`src/scs_params.svh`:
```
// Purpose: constants for the system clock and mode settings register
// Assumes: 16-bit register written as one word at offset 0x00
// Notes:   rule summary follows
// Function
// [RULE_01] Bit 13 powers the oscillator and PLL and resets to one.
// [RULE_02] Bits 12 to 8 pick the sampling rate and a 256x or 384x clock.
// [RULE_03] Crystal-derived bit clocks run at 64fs for 256x, 48fs for 384x.
// [RULE_04] Codes 0-11 cover 16/32/64 and 22.05/44.1/88.2 kHz, even is 256x.
// [RULE_05] Bits 7 to 4 hold the application mode, defaulting to mode 2.
// [RULE_06] Bit 3 enables the frame rate detector and resets to one.
// [RULE_07] Bit 2 picks a detector limit of 4095 (0) or 2047 (1) cycles.
// [RULE_08] Bits 1:0 pick PLL 256fs, PLL 384fs or the crystal clock.
// [RULE_09] PLL-derived bit clocks run at 64fs for select 00 or 10, else 48fs. Code treats select 10 as crystal, with the ratio set by divider bit 0.
// [RULE_10] Host keeps bit 15 at zero; bit 14 is reserved.
// [RULE_11] Each mode field value 0 to 15 selects the mode of that number.
// [RULE_12] With power off, every derived clock stops toggling.
`ifndef SCS_PARAMS_SVH
`define SCS_PARAMS_SVH
`define SCS_REG_OFFSET   8'h00
`define SCS_RESET_VALUE  16'h282a
`define SCS_BIT_EVAL     15
`define SCS_BIT_POWER    13
`define SCS_DIV_HI       12
`define SCS_DIV_LO       8
`define SCS_MODE_HI      7
`define SCS_MODE_LO      4
`define SCS_BIT_DET_EN   3
`define SCS_BIT_DET_LIM  2
`define SCS_SEL_HI       1
`define SCS_SEL_LO       0
`define SCS_DIV_MAX      5'h0b
`define SCS_LIMIT_LOW    12'hfff
`define SCS_LIMIT_HIGH   12'h7ff
`define SCS_BCK_256      7'h40
`define SCS_BCK_384      7'h30
`define SCS_WRITE_MASK   16'hbfff
`define SCS_MODE_RESET   4'h2
`define SCS_RATE_RESET   3'h4
`endif

```
`src/scs_pkg.sv`:
```
// Purpose: shared types for the system clock settings block
// Assumes: nothing beyond the constants header
// Notes:   source select encodes bits 1:0
package scs_pkg;
   typedef enum logic [1:0] {
      SCS_PLL_256,
      SCS_PLL_384,
      SCS_XTAL_A,
      SCS_XTAL_B
   } scs_src_t;
endpackage

```
`src/scs_rate_if.sv`:
```
// Purpose: carries the decoded detector enable and cycle limit to the detector
// Assumes: one clock domain
// Notes:   plain levels, no handshake
`timescale 1ns/1ps
interface scs_rate_if;
   logic        detector_on;
   logic [11:0] limit_cycles;
   logic        frame_rate_low;
   modport ctrl (output detector_on, output limit_cycles,
                 input frame_rate_low);
   modport det  (input detector_on, input limit_cycles,
                 output frame_rate_low);
endinterface

```
`src/scs_frame_detector.sv`:
```
// Purpose: flags a word-select period longer than the limit
// Assumes: word_select already synchronised by the caller
// Notes:   counts ref_clk cycles between rising edges
`timescale 1ns/1ps
`include "scs_params.svh"
module scs_frame_detector
   import scs_pkg::*;
(
   input  wire logic ref_clk,
   input  wire logic resetn,
   input  wire logic word_select,
   scs_rate_if.det   rate
);
   logic        ws_prev;
   logic [11:0] period;

   // period counter saturates so a dead word select reads as too slow
   always_ff @(posedge ref_clk or negedge resetn) begin
      if (!resetn) begin
         ws_prev <= 1'b0;
         period <= 12'h000;
         rate.frame_rate_low <= 1'b0;
      end else begin
         ws_prev <= word_select;
         if (!rate.detector_on) begin // [RULE_06]
            period <= 12'h000;
            rate.frame_rate_low <= 1'b0;
         end else if (word_select && !ws_prev) begin
            period <= 12'h000;
            rate.frame_rate_low <= 1'b0;
         end else if (period >= rate.limit_cycles) begin // [RULE_07]
            rate.frame_rate_low <= 1'b1;
         end else begin
            period <= period + 12'h001;
         end
      end
   end

   // flag must rise one cycle after the count reaches the limit, not before
   low_after_limit_a: assert property ( // [RULE_07]
      @(posedge ref_clk) disable iff (!resetn)
      (rate.detector_on && !(word_select && !ws_prev)
      && period >= rate.limit_cycles) |=> rate.frame_rate_low)
      else $error("detector missed the lower frequency limit");
   low_not_early_a: assert property ( // [RULE_07]
      @(posedge ref_clk) disable iff (!resetn)
      (rate.detector_on && period < rate.limit_cycles
      && !rate.frame_rate_low) |=> !rate.frame_rate_low)
      else $error("detector flag raised before the limit");
   det_off_clear_a: assert property ( // [RULE_06]
      @(posedge ref_clk) disable iff (!resetn)
      !rate.detector_on |=> !rate.frame_rate_low)
      else $error("detector flag set while disabled");
endmodule

```
`src/scs_system_clock.sv`:
```
// Purpose: system clock and mode register with derived clock enables
// Assumes: register written by a word strobe from the control bus decoder
// Notes:   clocks are modelled as one-cycle enables of ref_clk
`timescale 1ns/1ps
`include "scs_params.svh"
module scs_system_clock
   import scs_pkg::*;
(
   input  wire logic        ref_clk,
   input  wire logic        resetn,
   input  wire logic [7:0]  reg_addr,
   input  wire logic        reg_write,
   input  wire logic [15:0] reg_wdata,
   output logic      [15:0] reg_rdata,
   input  wire logic        pll_ref_tick,
   input  wire logic        xtal_tick,
   input  wire logic        word_select_pin,
   output logic      [3:0]  app_mode,
   output logic      [2:0]  sample_rate_code,
   output logic             sysclk_is_384,
   output logic             osc_pll_power_on,
   output logic             clock_out_en,
   output logic             output_bit_clock_en,
   output logic             input_bit_clock_en,
   output logic      [6:0]  bit_clock_ratio,
   output logic             frame_rate_low,
   output logic             vendor_eval_bit
);
   logic [15:0] settings;
   logic        ws_s1, ws_s2;
   logic [4:0]  crystal_divider_sel;
   logic [1:0]  clock_output_source_sel;
   logic        from_xtal, ratio_384, src_tick;
   scs_rate_if  rate ();
   scs_src_t    source_kind;

   // register write; bit 14 is forced to zero since it is reserved, so
   // software that writes it set still reads back a clean word
   always_ff @(posedge ref_clk or negedge resetn) begin
      if (!resetn) begin
         settings <= `SCS_RESET_VALUE; // [RULE_01]
      end else if (reg_write && reg_addr == `SCS_REG_OFFSET) begin
         settings <= reg_wdata & `SCS_WRITE_MASK; // [RULE_10]
      end
   end

   // a write lands whole, and nothing else may disturb the word
   write_take_a: assert property ( // [RULE_10]
      @(posedge ref_clk) disable iff (!resetn)
      reg_write && reg_addr == `SCS_REG_OFFSET |=>
      settings == ($past(reg_wdata) & `SCS_WRITE_MASK))
      else $error("register write not stored");
   write_hold_a: assert property ( // [RULE_10]
      @(posedge ref_clk) disable iff (!resetn)
      !(reg_write && reg_addr == `SCS_REG_OFFSET) |=> $stable(settings))
      else $error("register changed without a mapped write");

   // read back the whole word at the one mapped address, zero elsewhere
   always_comb begin
      if (reg_addr == `SCS_REG_OFFSET) begin
         reg_rdata = settings;
      end else begin
         reg_rdata = 16'h0000;
      end
   end

   // field split
   assign crystal_divider_sel = settings[`SCS_DIV_HI:`SCS_DIV_LO]; // [RULE_02]
   assign clock_output_source_sel = settings[`SCS_SEL_HI:`SCS_SEL_LO];
   assign osc_pll_power_on = settings[`SCS_BIT_POWER]; // [RULE_01]
   assign vendor_eval_bit = settings[`SCS_BIT_EVAL]; // [RULE_10]
   assign source_kind = scs_src_t'(clock_output_source_sel); // [RULE_08]

   // mode register output, each code is its own mode number; all sixteen
   // codes are legal, so there is no decode or clamp on this path
   always_ff @(posedge ref_clk or negedge resetn) begin
      if (!resetn) begin
         app_mode <= `SCS_MODE_RESET; // [RULE_05]
      end else begin
         app_mode <= settings[`SCS_MODE_HI:`SCS_MODE_LO]; // [RULE_11]
      end
   end

   // mode output trails the register by exactly one cycle
   mode_follow_a: assert property ( // [RULE_11]
      @(posedge ref_clk) disable iff (!resetn)
      ##1 app_mode == $past(settings[`SCS_MODE_HI:`SCS_MODE_LO]))
      else $error("mode output lags register");

   // divider decode: pairs of codes per rate, even code is 256x;
   // codes above 11 are not clamped and decode from bits 3:1 alone
   always_ff @(posedge ref_clk or negedge resetn) begin
      if (!resetn) begin
         sample_rate_code <= `SCS_RATE_RESET;
         sysclk_is_384 <= 1'b0;
      end else begin
         sample_rate_code <= crystal_divider_sel[3:1]; // [RULE_04]
         sysclk_is_384 <= crystal_divider_sel[0]; // [RULE_02] [RULE_04]
      end
   end

   // rate pair and 256/384 flag both come from the divider field
   div_decode_a: assert property ( // [RULE_02]
      @(posedge ref_clk) disable iff (!resetn)
      ##1 sysclk_is_384 == $past(crystal_divider_sel[0]))
      else $error("256/384 decode wrong");
   rate_decode_a: assert property ( // [RULE_04]
      @(posedge ref_clk) disable iff (!resetn)
      ##1 sample_rate_code == $past(crystal_divider_sel[3:1]))
      else $error("sampling rate decode wrong");

   // crystal output ratio follows the divider, pll ratio follows select;
   // both crystal codes behave alike, the spare code has no meaning here
   always_comb begin
      from_xtal = 1'b0;
      ratio_384 = 1'b0;
      case (source_kind)
         SCS_PLL_256: begin
            ratio_384 = 1'b0; // [RULE_09]
         end
         SCS_PLL_384: begin
            ratio_384 = 1'b1; // [RULE_09]
         end
         default: begin
            from_xtal = 1'b1; // [RULE_08]
            ratio_384 = crystal_divider_sel[0]; // [RULE_03]
         end
      endcase
      src_tick = from_xtal ? xtal_tick : pll_ref_tick;
   end

   // clock enables stop entirely while powered down, so nothing
   // downstream sees a stray edge from a dead oscillator
   always_ff @(posedge ref_clk or negedge resetn) begin
      if (!resetn) begin
         clock_out_en <= 1'b0;
         output_bit_clock_en <= 1'b0;
         input_bit_clock_en <= 1'b0;
      end else begin
         clock_out_en <= osc_pll_power_on && src_tick; // [RULE_12]
         output_bit_clock_en <= osc_pll_power_on && src_tick; // [RULE_12]
         input_bit_clock_en <= osc_pll_power_on && src_tick; // [RULE_12]
      end
   end

   // ratio sits in a flop so a select change takes effect on a clean
   // cycle boundary rather than part way through one
   always_ff @(posedge ref_clk or negedge resetn) begin
      if (!resetn) begin
         bit_clock_ratio <= `SCS_BCK_256;
      end else begin
         bit_clock_ratio <= ratio_384 ? `SCS_BCK_384 // [RULE_03]
                                      : `SCS_BCK_256; // [RULE_09]
      end
   end

   // power gating of every derived enable
   power_off_stop_a: assert property ( // [RULE_12]
      @(posedge ref_clk) disable iff (!resetn)
      !osc_pll_power_on |=> !clock_out_en && !output_bit_clock_en
      && !input_bit_clock_en)
      else $error("clock enable toggled while powered down");
   power_on_run_a: assert property ( // [RULE_01]
      @(posedge ref_clk) disable iff (!resetn)
      osc_pll_power_on && clock_output_source_sel[1] && xtal_tick
      |=> output_bit_clock_en && input_bit_clock_en)
      else $error("bit clock enables stuck while powered");

   // source selection: crystal for the upper codes, pll for the lower
   src_xtal_a: assert property ( // [RULE_08]
      @(posedge ref_clk) disable iff (!resetn)
      osc_pll_power_on && clock_output_source_sel[1] && xtal_tick
      |=> clock_out_en)
      else $error("crystal source not used");
   src_pll_a: assert property ( // [RULE_08]
      @(posedge ref_clk) disable iff (!resetn)
      !clock_output_source_sel[1] |=>
      clock_out_en == ($past(osc_pll_power_on) && $past(pll_ref_tick)))
      else $error("pll source not used");

   // bit clock ratio per source
   ratio_xtal_a: assert property ( // [RULE_03]
      @(posedge ref_clk) disable iff (!resetn)
      clock_output_source_sel[1] |=> bit_clock_ratio ==
      ($past(crystal_divider_sel[0]) ? `SCS_BCK_384 : `SCS_BCK_256))
      else $error("crystal bit clock ratio wrong");
   ratio_pll_a: assert property ( // [RULE_09]
      @(posedge ref_clk) disable iff (!resetn)
      !clock_output_source_sel[1] |=> bit_clock_ratio ==
      ($past(clock_output_source_sel[0]) ? `SCS_BCK_384 : `SCS_BCK_256))
      else $error("pll bit clock ratio wrong");

   // word select comes from a pin, so synchronise it first
   always_ff @(posedge ref_clk or negedge resetn) begin
      if (!resetn) begin
         ws_s1 <= 1'b0;
         ws_s2 <= 1'b0;
      end else begin
         ws_s1 <= word_select_pin;
         ws_s2 <= ws_s1;
      end
   end

   assign rate.detector_on = settings[`SCS_BIT_DET_EN]; // [RULE_06]
   assign rate.limit_cycles = settings[`SCS_BIT_DET_LIM] ?
      `SCS_LIMIT_HIGH : `SCS_LIMIT_LOW; // [RULE_07]
   assign frame_rate_low = rate.frame_rate_low;

   // the detector only ever sees the synchronised copy of the pin
   scs_frame_detector scs_frame_detector_inst (
      .ref_clk     (ref_clk),
      .resetn      (resetn),
      .word_select (ws_s2),
      .rate        (rate)
   );
endmodule

```
`config.mk`:
```
export PLATFORM = sky130hd
export DESIGN_NAME = scs_system_clock
export DESIGN_NICKNAME = d
export VERILOG_FILES = /design/src/scs_pkg.sv /design/src/scs_rate_if.sv /design/src/scs_frame_detector.sv /design/src/scs_system_clock.sv
export VERILOG_INCLUDE_DIRS = /design/src
export SDC_FILE = /design/constraint.sdc
export NUM_CORES = 1
export LEC_CHECK = 0
export BUFFER_PORTS_ARGS = -buffer_cell sky130_fd_sc_hd__buf_2
export CAP_MARGIN = 25
export CORE_MARGIN = 2
export CORE_UTILIZATION = 30
export DETAILED_ROUTE_END_ITERATION = 16
export PLACE_DENSITY = 0.51
export SETUP_SLACK_MARGIN = 0.1
export SLEW_MARGIN = 5
export SYNTH_ARGS = -nofsm -noshare
export SYNTH_HDL_FRONTEND = slang
export SYNTH_HIERARCHICAL = 1
export SYNTH_SLANG_ARGS = --single-unit
```
`constraint.sdc`:
```
create_clock -name ref_clk -period 2.8 [get_ports ref_clk]
set_input_delay 0.14 -clock ref_clk [delete_from_list [all_inputs] [get_ports ref_clk]]
set_output_delay 0.14 -clock ref_clk [all_outputs]
set_load 0.01 [all_outputs]
```
Yosys cells after proc, flatten, opt, wreduce, memory -nomap -nowiden
Index checks and enable logic that the tools add are counted. Widths: inputs -> output; s select.

Bits in registers: 47. Latch bits: 0. RAM bits: 0. Bits in read-only memories: 0. Output and inout port bits: 37. Memories: 0.

Add/sub/neg operators: 1. $mul: 0. Div/mod/pow operators: 0. Magnitude comparators: 1. Eq/ne operators: 3. Shifts and indexed selects: 0. Muxes and demuxes: 11. Bitwise logic cells: 0. Reductions and logical operators: 7.

Operators by type and width (number): $mux 12 (4); $mux 16 (1); $add 12x1->12 const B (1); $ge 12x12->1 (1); $logic_not 8->1 (1); $mux 7 (1); $mux 1 (4); $logic_and 1x1->1 (3); $ne 3x1->1 const B (1); $ne 3x2->1 const B (1); $eq 2x1->1 const B (1); $logic_not 2->1 (1); $pmux 1 s2 (1); $reduce_or 2->1 (1); $logic_not 1->1 (1).

Logic depth before layout (Yosys ltp)
Gate-level depths: netlist (run 1).

Word-level depth: 5. Mapped depth: 10. Gate-level depth less buffers: 8.

By module
The synthesis (run 1) kept the hierarchy.

By module, submodules not included: scs_system_clock (instances 1, cells an instance 81, area an instance 1178.6 um2); scs_frame_detector (instances 1, cells an instance 120, area an instance 1046.0 um2).

Least setup slack after synthesis (run 1)
Ideal clock, no wire load.

Kind: register to register. Start: register settings[2]. End: register scs_frame_detector_inst.period[3]. Setup time: 78 ps. Arrival time: 1934 ps. Path slack: 788 ps. Stages on the path, launching flop included: 10. Path buffers: 1. Period minus slack after synthesis: 2012 ps. Cell sequence: dfrtp_1 -> inv_1 -> inv_1 -> ha_1 -> and4_1 -> nor4b_2 -> and2_1 -> buf_2 -> or4_1 -> a21oi_1.

Word-level cells in the longest chain between the ends: 3.

Ends and longest elaborated chain: from (decl) (line scs_system_clock.sv:29) `logic [15:0] settings;`; from (signal assigned) (line scs_system_clock.sv:41) `` settings <= `SCS_RESET_VALUE; ``; from (signal assigned) (line scs_system_clock.sv:43) `` settings <= reg_wdata & `SCS_WRITE_MASK; ``; $mux 12 (no source line); net rate.limit_cycles[11] (line scs_rate_if.sv:7) `logic [11:0] limit_cycles;`; $ge 12x12->1 (line scs_frame_detector.sv:31) `end else if (period >= rate.limit_cycles) begin`; $ne 3x2->1 (no source line); to (signal assigned) (line scs_frame_detector.sv:34) `period <= period + 12'h001;`; to (decl) (line scs_frame_detector.sv:15) `logic [11:0] period;`.

The timed path passes the listed nets, and every way through them passes these cells. A chain may end at the register's enable or synchronous reset.

Final worst setup path (run 1)
Start: register scs_frame_detector_inst.period[0]. End: register scs_frame_detector_inst.period[8].

Word-level cells in the longest chain between the ends: 4. Elaborated cells on any way between the ends: 6. Those cells by class: 1 x add/sub; 1 x order compare; 1 x eq/ne; 3 x mux.

Ends and longest elaborated chain: $add 12x1->12 (line scs_frame_detector.sv:34); $mux 12 (line scs_frame_detector.sv:31); $mux 12 (line scs_frame_detector.sv:28) `end else if (word_select && !ws_prev) begin`; $mux 12 (line scs_frame_detector.sv:25) `if (!rate.detector_on) begin`.

Several ways; a longest one is shown, not always the timed one. The select of a mux whose other input is x is not followed.

==> results of run 1 <==
worst paths after layout:
kind / startpoint / cells past startpoint / endpoint / slack, ps
max in group asynchronous: resetn / 3 / settings[11]$_DFFE_PN1P_ / 2090
setup reg to reg: scs_frame_detector_inst/period[0]$_DFFE_PN0P_ / 7 / scs_frame_detector_inst/period[8]$_DFFE_PN0P_ / 480
setup / recovery: scs_frame_detector_inst/period[0]$_DFFE_PN0P_ / 7 / scs_frame_detector_inst/period[8]$_DFFE_PN0P_ / 480
hold / removal: reg_wdata[6] / 2 / settings[6]$_DFFE_PN0P_ / 80
hold reg to reg: ws_s1$_DFF_PN0_ / 0 / ws_s2$_DFF_PN0_ / 350
min in group asynchronous: resetn / 2 / settings[15]$_DFFE_PN0P_ / 210
power groups by stage:
stage / Sequential [uW] / Combinational, uW / Clock [uW]
floorplan: 656 / 45.5 / 0
global placement: 653 / 88.9 / 0
detailed placement: 653 / 90.3 / 0
CTS: 642 / 91.6 / 420
global route: 645 / 108 / 451
finish: 642 / 93.9 / 397
sequential cells by signal (all words and copies together), names as in the netlist, 2 cells and up:
name,cells
sample_rate_code,3
bit_clock_ratio,2
scs_frame_detector_inst/period,12
app_mode,4
settings,15
cell families (layout without fill, tap and decap cells):
logic type,count (synthesis),count (layout),synth area share [%]
simple gates,58,58,16.0
flops,42,42,47.7
compound gates,35,35,9.84
buf+inv,34,90,8.61
mux,17,17,10.2
fa+ha+maj,13,13,7.31
other cells,2,16,0.338
cell type report:
type                       count  area [um2]  share of cell area [%]
clock inverter                 1        5.00                   0.184
inverter                      18        67.6                    2.49
clock buffer                   7        86.3                    3.18
multi-input combinational    139        1020                    37.7
timing repair buffer          64         348                    12.8
sequential                    42        1060                    39.1
tap                           99         124                    4.56
placed cells by master, fill, tap and decap left out, drive strengths merged, types with 2 or more instances in the layout:
cell type,n
nor2,6
dfrtp,34
inv,18
dlygate4sd3,2
clkbuf,7
a21oi,16
mux2i,2
o21ai,6
ha,13
dfstp,8
and2,15
or4,9
buf,62
nand2,6
nand3,6
and3,2
nor3,2
o31ai,8
conb,16
nand4,4
and4,2
mux2,15
repair_timing:
action / 4_1_cts / 5_1_grt
hold buffers: 1 / 1
setup buffers: 0 / 0
hold endpoints to repair: 1 / 36
routing by layer:
metal | wire length [um] | GRT usage, % | vias to the layer above
li1 | - | - | 822
met1 | 1980 | 14.1 | 759
met2 | 2100 | 17.5 | 38
met3 | 254 | 3.86 | 5
met4 | 80 | 5.64 | 0
met5 | 0 | 0 | -
metrics by stage:
| step | utilization [%] | worst slack, ps |
|---|---|---|
| 5_1_grt | 37.7 | 336 |
| 4_1_cts | 37.2 | 472 |
| 6_report | 37.7 | 481 |
| 3_5_place_dp | 35.8 | 501 |
| 3_3_place_gp | 35.8 | 501 |
| 2_1_floorplan | - | 788 |
==> results.cfg, run 1 <==
[clock_network]
cts_tree = done
cts_root_buffer = clkbuf_8
worstSkewPairLatency_ps = 290
clock-sinks = 42
numCtsBuffers = 5
h-tree-depth = 2
clk_pin_slew_ps = 80
cts_resized = 0
cts.path.max_buffers = 2

[pwr]
p_int_uw = 877
sw_frac_of_total_pct = 22.6
power_uw = 1130
pwr-share-seq_pct = 56.7
p_sw_uw = 256
powerDensity_nw_per_um2 = 417
combPwrFrac_pct = 8.3
leakage_uw = 0.00147
clkPwrFrac_pct = 35.0
peakVddDrop_mv = 0.306

[final_layout]
final_cells = 370
layout.nets = 313
area_growth_pct = 22.1
n_antenna_cell = 0
fill_cells = 751
final_area_um2 = 2720
drive_gt1_share_pct = 35.8

[floorplan]
die_h_um = 90.1
io_pins = 67
die_w_um = 90.1
fp-row-count = 31
coreArea_um2 = 7210
start_util_pct = 30.8
die_area_um2 = 8120

[setup_path]
cp_slowest_cell = or4_1
end_kind = flop
crit_chain = inv_1 -> ha_1 -> nor3b_1 -> o21ai_0 -> and2_1 -> or4_1 -> a21oi_1
crit_buf_inv = 1
cp_slowest_stage_delay_ps = 540
crit_fanout = 19
cp_top_family = simple AND/OR/NAND/NOR gates
startpoint_type = flop
critPathKind = flop to flop
worst_ep_arrival_time_ps = 2540
cp_data_required_time_ps = 3020

[detailed_routing]
wl_um = 4420
firstDrtPassIters = 5
post_drt_wl_per_cell_um = 11.9
drtIter0Drc = 55
via_per_inst = 4.39
drcViolationCount = 0
ant_nets = 0
vias = 1624

[placement]
placed_cells = 359
place_area_um2 = 2580
portBuffers = 60
gp_congestion = 0.693
dpl.hpwl_um = 3180

[timing]
period_share_pct = 82.8
fin_skew_ps = 5.90
hold_violations = 0
clock.fmax_ghz = 0.431
relSlewSlack_pct = 43.9
rsz0062_at_grt = no
setup_viol = 0
slew_viol_final = 0
post-route-min-period_ps = 2320
worst_pin_slew_ps = 841
whs_ps = 76.2
setup_tns_ps = 0

[global_route]
grt_max_degree = 43
grt_pass1_vias = 1551
grt_antenna_before_repair = 0
grt_util_all_layers_pct = 11.3
grt_overflow = 0
grt_pass1_wl_um = 7350

[logic_synthesis]
synth_common_cells = dfrtp_1 (34), inv_1 (18), and2_1 (15)
synth_flop_cell = dfrtp_1
synth_largest_area_cell = dfrtp_1
synthCells = 201
synth_cell_type_count = 39
ys_warn_count = 6
synth_area_leaders = dfrtp_1 (38%), dfstp_2 (9.4%), ha_1 (7.3%)
syn_area_um2 = 2220
async_flop_share_pct = 100
seq_area_frac_synth_pct = 47.7
synth.most_common_cell = dfrtp_1
synth_area_per_cell_um2 = 11.1
synth-edff-count = 0
yosysTopAreaCellShare_pct = 38.2
synth-seq-cells = 42

[hold_path]
hold_path_class = input pin to flop

[run]
cap_violations = 0

[outcome]
status = complete, no violations
(Power assumes the default switching activity.)
==> run 2, diff against run 1 <==
- PLACE_DENSITY: 0.51 -> 0.53
- clock period: 2.8 -> 1.9 ns (I/O delays scaled with it)
==> run 2 against run 1 <==
Cell area increased by 15%. Non-clock buffer count grew 33. Clock power rose by 110%. Wire length is 15% higher. Largest power group unchanged. Sequential share of layout area fell by 5.1 points. The flow now finishes with violations (setup timing). Global-route usage rose by 1.0 points. Worst hold slack lost 53 ps. Clock skew rose by 8.8 ps.
==> results.cfg, run 2 (synthesis gave the netlist of run 1 again) <==
[outcome]
status = finished with violations
violations = setup timing

[floorplan]
die_area_um2 = 8120
io_pins = 67
die_h_um = 90.1
start_util_pct = 30.8
die_w_um = 90.1
fp-row-count = 31
coreArea_um2 = 7210

[detailed_routing]
via_per_inst = 4.39
firstDrtPassIters = 4
drtIter0Drc = 83
wl_um = 5080
post_drt_wl_per_cell_um = 12.6
ant_nets = 0
vias = 1773
drcViolationCount = 0

[global_route]
grt_pass1_wl_um = 8200
grt_antenna_before_repair = 0
grt_max_degree = 43
grt_util_all_layers_pct = 12.3
grt_overflow = 0
grt_pass1_vias = 1808

[hold_path]
hold_path_class = input pin to flop
min_from = reg_wdata[4]
holdPathEnd = settings[4]$_DFFE_PN0P_
worstHoldPathCells = 2

[clock_network]
clk_pin_slew_ps = 90
cts_tree = done
numCtsBuffers = 5
clock-sinks = 42
h-tree-depth = 2
cts_root_buffer = clkbuf_8
cts.path.max_buffers = 2
worstSkewPairLatency_ps = 290

[placement]
portBuffers = 60
dpl.hpwl_um = 3460
place_ws_ps = -260
gp_congestion = 0.792

[timing]
period_share_pct = 100
fin_skew_ps = 14.7
setup_viol = 1
slew_viol_final = 0
setup_tns_ps = -2.20
rsz0062_at_grt = yes
post-route-min-period_ps = 1900
timing.final.ws_setup_ps = -2.20
hold_violations = 0
relSlewSlack_pct = 63.9
clock.fmax_ghz = 0.526
whs_ps = 23.1
worst_pin_slew_ps = 541

[pwr]
power_uw = 1960
peakVddDrop_mv = 0.367
powerDensity_nw_per_um2 = 627
leakage_uw = 0.00168

[final_layout]
layout.nets = 347
area_growth_pct = 40.3
largest_reg_flops = 15
drive_gt1_share_pct = 49.5
fill_cells = 732
top_register = settings
reg.largest.list = settings: 15 flops, scs_frame_detector_inst/period: 12 flops, app_mode: 4 flops
final_cell_mix = buf_2 (60), dfrtp_1 (34), buf_4 (31), conb_1 (16), inv_1 (15)
final_common_cell = buf_2
n_antenna_cell = 0
final_util_pct = 43.3

[setup_path]
worst_ep_arrival_time_ps = 2120
critPathKind = flop to flop
r2r_start = scs_frame_detector_inst/period[0]$_DFFE_PN0P_
startpoint_type = flop
cp_data_required_time_ps = 2120
end_kind = flop
crit_fanout = 8
rrSetupSlack_ps = -2
r2r_end = scs_frame_detector_inst/period[3]$_DFFE_PN0P_
rr_worst_depth = 7

[run]
cap_violations = 0
[run 2: changes by cell type in the layout (fill, tap and decap cells not counted), sizes merged]
cell / change
buf: +33
and2: +1
bufinv: +2
clkbuf: -2
[run 2: final cells by class]
type	instances	area (um2)	area share (%)
Multi-Input combinational cell	140	1130	36.3
Sequential cell	42	1060	34.0
Timing Repair Buffer	97	598	19.2
Tap cell	99	124	3.97
Clock buffer	5	68.8	2.21
Clock inverter	3	68.8	2.21
Inverter	18	67.6	2.17
[run 2: worst max path at each step]
stage                                                    from                                             end  slack [ps]  depth (start not counted)
3_5_place_dp                          settings[2]$_DFFE_PN0P_   scs_frame_detector_inst/period[3]$_DFFE_PN0P_        -260                          8
3_3_place_gp                          settings[2]$_DFFE_PN0P_  scs_frame_detector_inst/period[11]$_DFFE_PN0P_        -200                          8
4_1_cts        scs_frame_detector_inst/period[10]$_DFFE_PN0P_   scs_frame_detector_inst/period[4]$_DFFE_PN0P_         -20                          6
5_1_grt         scs_frame_detector_inst/period[0]$_DFFE_PN0P_   scs_frame_detector_inst/period[3]$_DFFE_PN0P_         -90                          7
2_1_floorplan   scs_frame_detector_inst/period[9]$_DFFE_PN0P_   scs_frame_detector_inst/period[3]$_DFFE_PN0P_         -50                          7
6_report        scs_frame_detector_inst/period[0]$_DFFE_PN0P_   scs_frame_detector_inst/period[3]$_DFFE_PN0P_          -2                          7
[run 2: repair_timing]
item                                    4_1_cts  5_1_grt
endpoints found under the hold margin        35        0
buffers inserted                              5        3
gates resized for setup                      15       13
endpoints found under the setup margin       13       13
pin swaps                                     2       14
hold buffers                                  2        0
cloned                                        1        0
[run 2: per-stage QoR]
| step | instances | instance area (um2) |
|---|---|---|
| 3_3_place_gp | 385 | 2790 |
| 4_1_cts | 401 | 3040 |
| 6_report | 404 | 3120 |
| 3_5_place_dp | 385 | 2790 |
| 2_1_floorplan | 215 | 2290 |
| 5_1_grt | 404 | 3120 |
[run 2: worst max-delay path, cell delays in order (launching register included)]
cell and delay (ps):
dfrtp_1 390, inv_2 60, ha_1 230, nor3b_2 220, o21ai_2 110, and2_4 200, or4_1 470, a21oi_1 150
[run 2: layer usage]
| metal | share of wire [%] | track usage (%) | routed length [um] | vias to the layer above |
|---|---|---|---|---|
| li1 | - | - | - | 896 |
| met1 | 45 | 15.6 | 2300 | 845 |
| met2 | 51 | 21.4 | 2600 | 26 |
| met3 | 2.2 | 1.84 | 111 | 6 |
| met4 | 1.2 | 4.62 | 63 | 0 |
| met5 | 0 | 0 | 0 | - |
[run 2: report_power, final]
part           leakage [uW]  total [uW]  switching (uW)  internal (uW)
Combinational       0.00106         160            78.7           81.3
Sequential         0.000548         945            15.5            930
Clock             0.0000683         852             326            527
Total               0.00168        1960             420           1540
==> run 3, diff against run 2 <==
- CELL_PAD_IN_SITES_DETAIL_PLACEMENT: unset -> 1
- CELL_PAD_IN_SITES_GLOBAL_PLACEMENT: unset -> 1
- PLACE_DENSITY: 0.53 -> 0.66
==> run 3 against run 2 <==
The flow still finishes with violations (setup timing). Register-to-register slack worse by 60 ps. Final cell count up 0.25%. Setup slack worse by 57 ps. Combinational power up 6%. Count of clock-buffer cells in the layout up 1. Core utilization up 0.14 points. Critical path type unchanged. Sequential power about the same. Highest routed layer unchanged. Wire length up 16%. Power down 6.9%. Critical endpoint is now scs_frame_detector_inst/period[10]$_DFFE_PN0P_. Flip-flop and latch count unchanged.
==> results.cfg, run 3 (synthesis gave the netlist of run 1 again) <==
[outcome]
status = finished with violations
violations = setup timing

[pwr]
pwr-share-seq_pct = 51.9
p_sw_uw = 416
combPwrFrac_pct = 9.3
leakage_uw = 0.00167
p_int_uw = 1410
sw_frac_of_total_pct = 22.8
clkPwrFrac_pct = 38.7
powerDensity_nw_per_um2 = 582
peakVddDrop_mv = 0.322

[floorplan]
coreArea_um2 = 7210
fp-row-count = 31
die_h_um = 90.1
die_area_um2 = 8120
die_w_um = 90.1
io_pins = 67
start_util_pct = 30.8

[final_layout]
area_growth_pct = 40.7
n_antenna_cell = 0
reg.largest.list = settings: 15 flops, scs_frame_detector_inst/period: 12 flops, app_mode: 4 flops
final_area_um2 = 3130
drive_gt1_share_pct = 51.0
top_register = settings
final_common_cell = buf_2
layout.nets = 348
final_cell_mix = buf_2 (60), dfrtp_1 (34), buf_4 (33), inv_1 (16), conb_1 (16)
largest_reg_flops = 15

[timing]
timing.final.ws_setup_ps = -59.1
rsz0062_at_grt = yes
relSlewSlack_pct = 64.4
worst_pin_slew_ps = 534
hold_violations = 0
period_share_pct = 103
whs_ps = 32.7
slew_viol_final = 0
clock.fmax_ghz = 0.510
post-route-min-period_ps = 1960
setup_viol = 9
fin_skew_ps = 8.99

[global_route]
grt_util_all_layers_pct = 14.2
grt_max_degree = 43
grt_pass1_vias = 1929
grt_pass1_wl_um = 9440
grt_overflow = 0
grt_antenna_before_repair = 0

[placement]
portBuffers = 60
gp_congestion = 0.787
dpl.hpwl_um = 4150
place_area_um2 = 2800

[clock_network]
cts_tree = done
clock-sinks = 42
cts.path.max_buffers = 2
h-tree-depth = 2
worstSkewPairLatency_ps = 280
cts_root_buffer = clkbuf_8
numCtsBuffers = 5
clk_pin_slew_ps = 90

[setup_path]
cp_top_family = simple AND/OR/NAND/NOR gates
crit_buf_inv = 3
rrSetupSlack_ps = -60
end_kind = flop
cpMostUsedCell = inv_2
r2r_end = scs_frame_detector_inst/period[10]$_DFFE_PN0P_
cp_data_required_time_ps = 2110
worst_ep_arrival_time_ps = 2170
cp_slowest_cell = dfrtp_1
rr_worst_depth = 9
crit_end = scs_frame_detector_inst/period[10]$_DFFE_PN0P_
cp-startpoint = settings[2]$_DFFE_PN0P_
r2r_start = settings[2]$_DFFE_PN0P_
crit_cells = 9
crit_chain = inv_2 -> inv_2 -> ha_4 -> and4_1 -> nor4b_4 -> buf_4 -> a21oi_4 -> a31o_2 -> a21oi_2
cp_slowest_stage_delay_ps = 400
startpoint_type = flop
crit_fanout = 4
critPathKind = flop to flop

[detailed_routing]
drtIter0Drc = 77
ant_nets = 0
wl_um = 5860
drcViolationCount = 0
via_per_inst = 4.61
firstDrtPassIters = 4
post_drt_wl_per_cell_um = 14.5
vias = 1868

[run]
cap_violations = 0

[hold_path]
min_from = reg_wdata[1]
hold_path_class = input pin to flop
run 3: routing by layer:
metal	routed length, um	vias to the layer above	part of all wire (%)	track usage, %
li1	-	892	-	-
met1	2520	944	43	18.1
met2	3180	28	54	25.8
met3	93	4	1.6	1.17
met4	63	0	1.1	3.59
met5	0	-	0	0
run 3: worst min-delay path by stage:
stage	cells past startpoint	to	slack, ps
6_report	2	settings[1]$_DFFE_PN1P_	30
5_1_grt	2	settings[1]$_DFFE_PN1P_	30
4_1_cts	2	settings[0]$_DFFE_PN0P_	30
3_5_place_dp	2	input_bit_clock_en$_DFF_PN0_	200
3_3_place_gp	2	input_bit_clock_en$_DFF_PN0_	200
2_1_floorplan	0	app_mode[0]$_DFF_PN0_	-200
run 3: final cells by class:
type	instances	area (um2)
clock buffers	6	72.6
clock inverters	2	37.5
fillers	843	4080
inverters	18	67.6
multi-input cells	141	1180
flip-flops and latches	42	1060
well taps	99	124
repair buffers	97	591
run 3: power by group through the flow:
stage	sequential [uW]	combinational (uW)	clock, uW
6_report	946	170	706
5_1_grt	951	191	757
4_1_cts	947	162	725
3_5_place_dp	964	150	0
3_3_place_gp	961	145	0
2_1_floorplan	967	68.4	0
run 3: repair_timing:
item                       4_1_cts  5_1_grt
hold endpoints to repair        35        0
setup buffers                    2        4
setup endpoints to repair       13       13
hold buffers                     2        0
gates cloned                     2        0
pin swaps                        5        8
gates resized for setup         17       16
run 3: stage by stage:
step	setup WS, ps	TNS, ps	util (%)	instances	power, uW
3_5_place_dp	-362	-3490	38.9	387	1110
4_1_cts	-24.5	-131	42.0	401	1830
3_3_place_gp	-255	-2260	38.9	387	1110
2_1_floorplan	-48.9	-244	-	215	1040
5_1_grt	-131	-1190	43.4	405	1900
6_report	-59.1	-274	43.4	405	1820
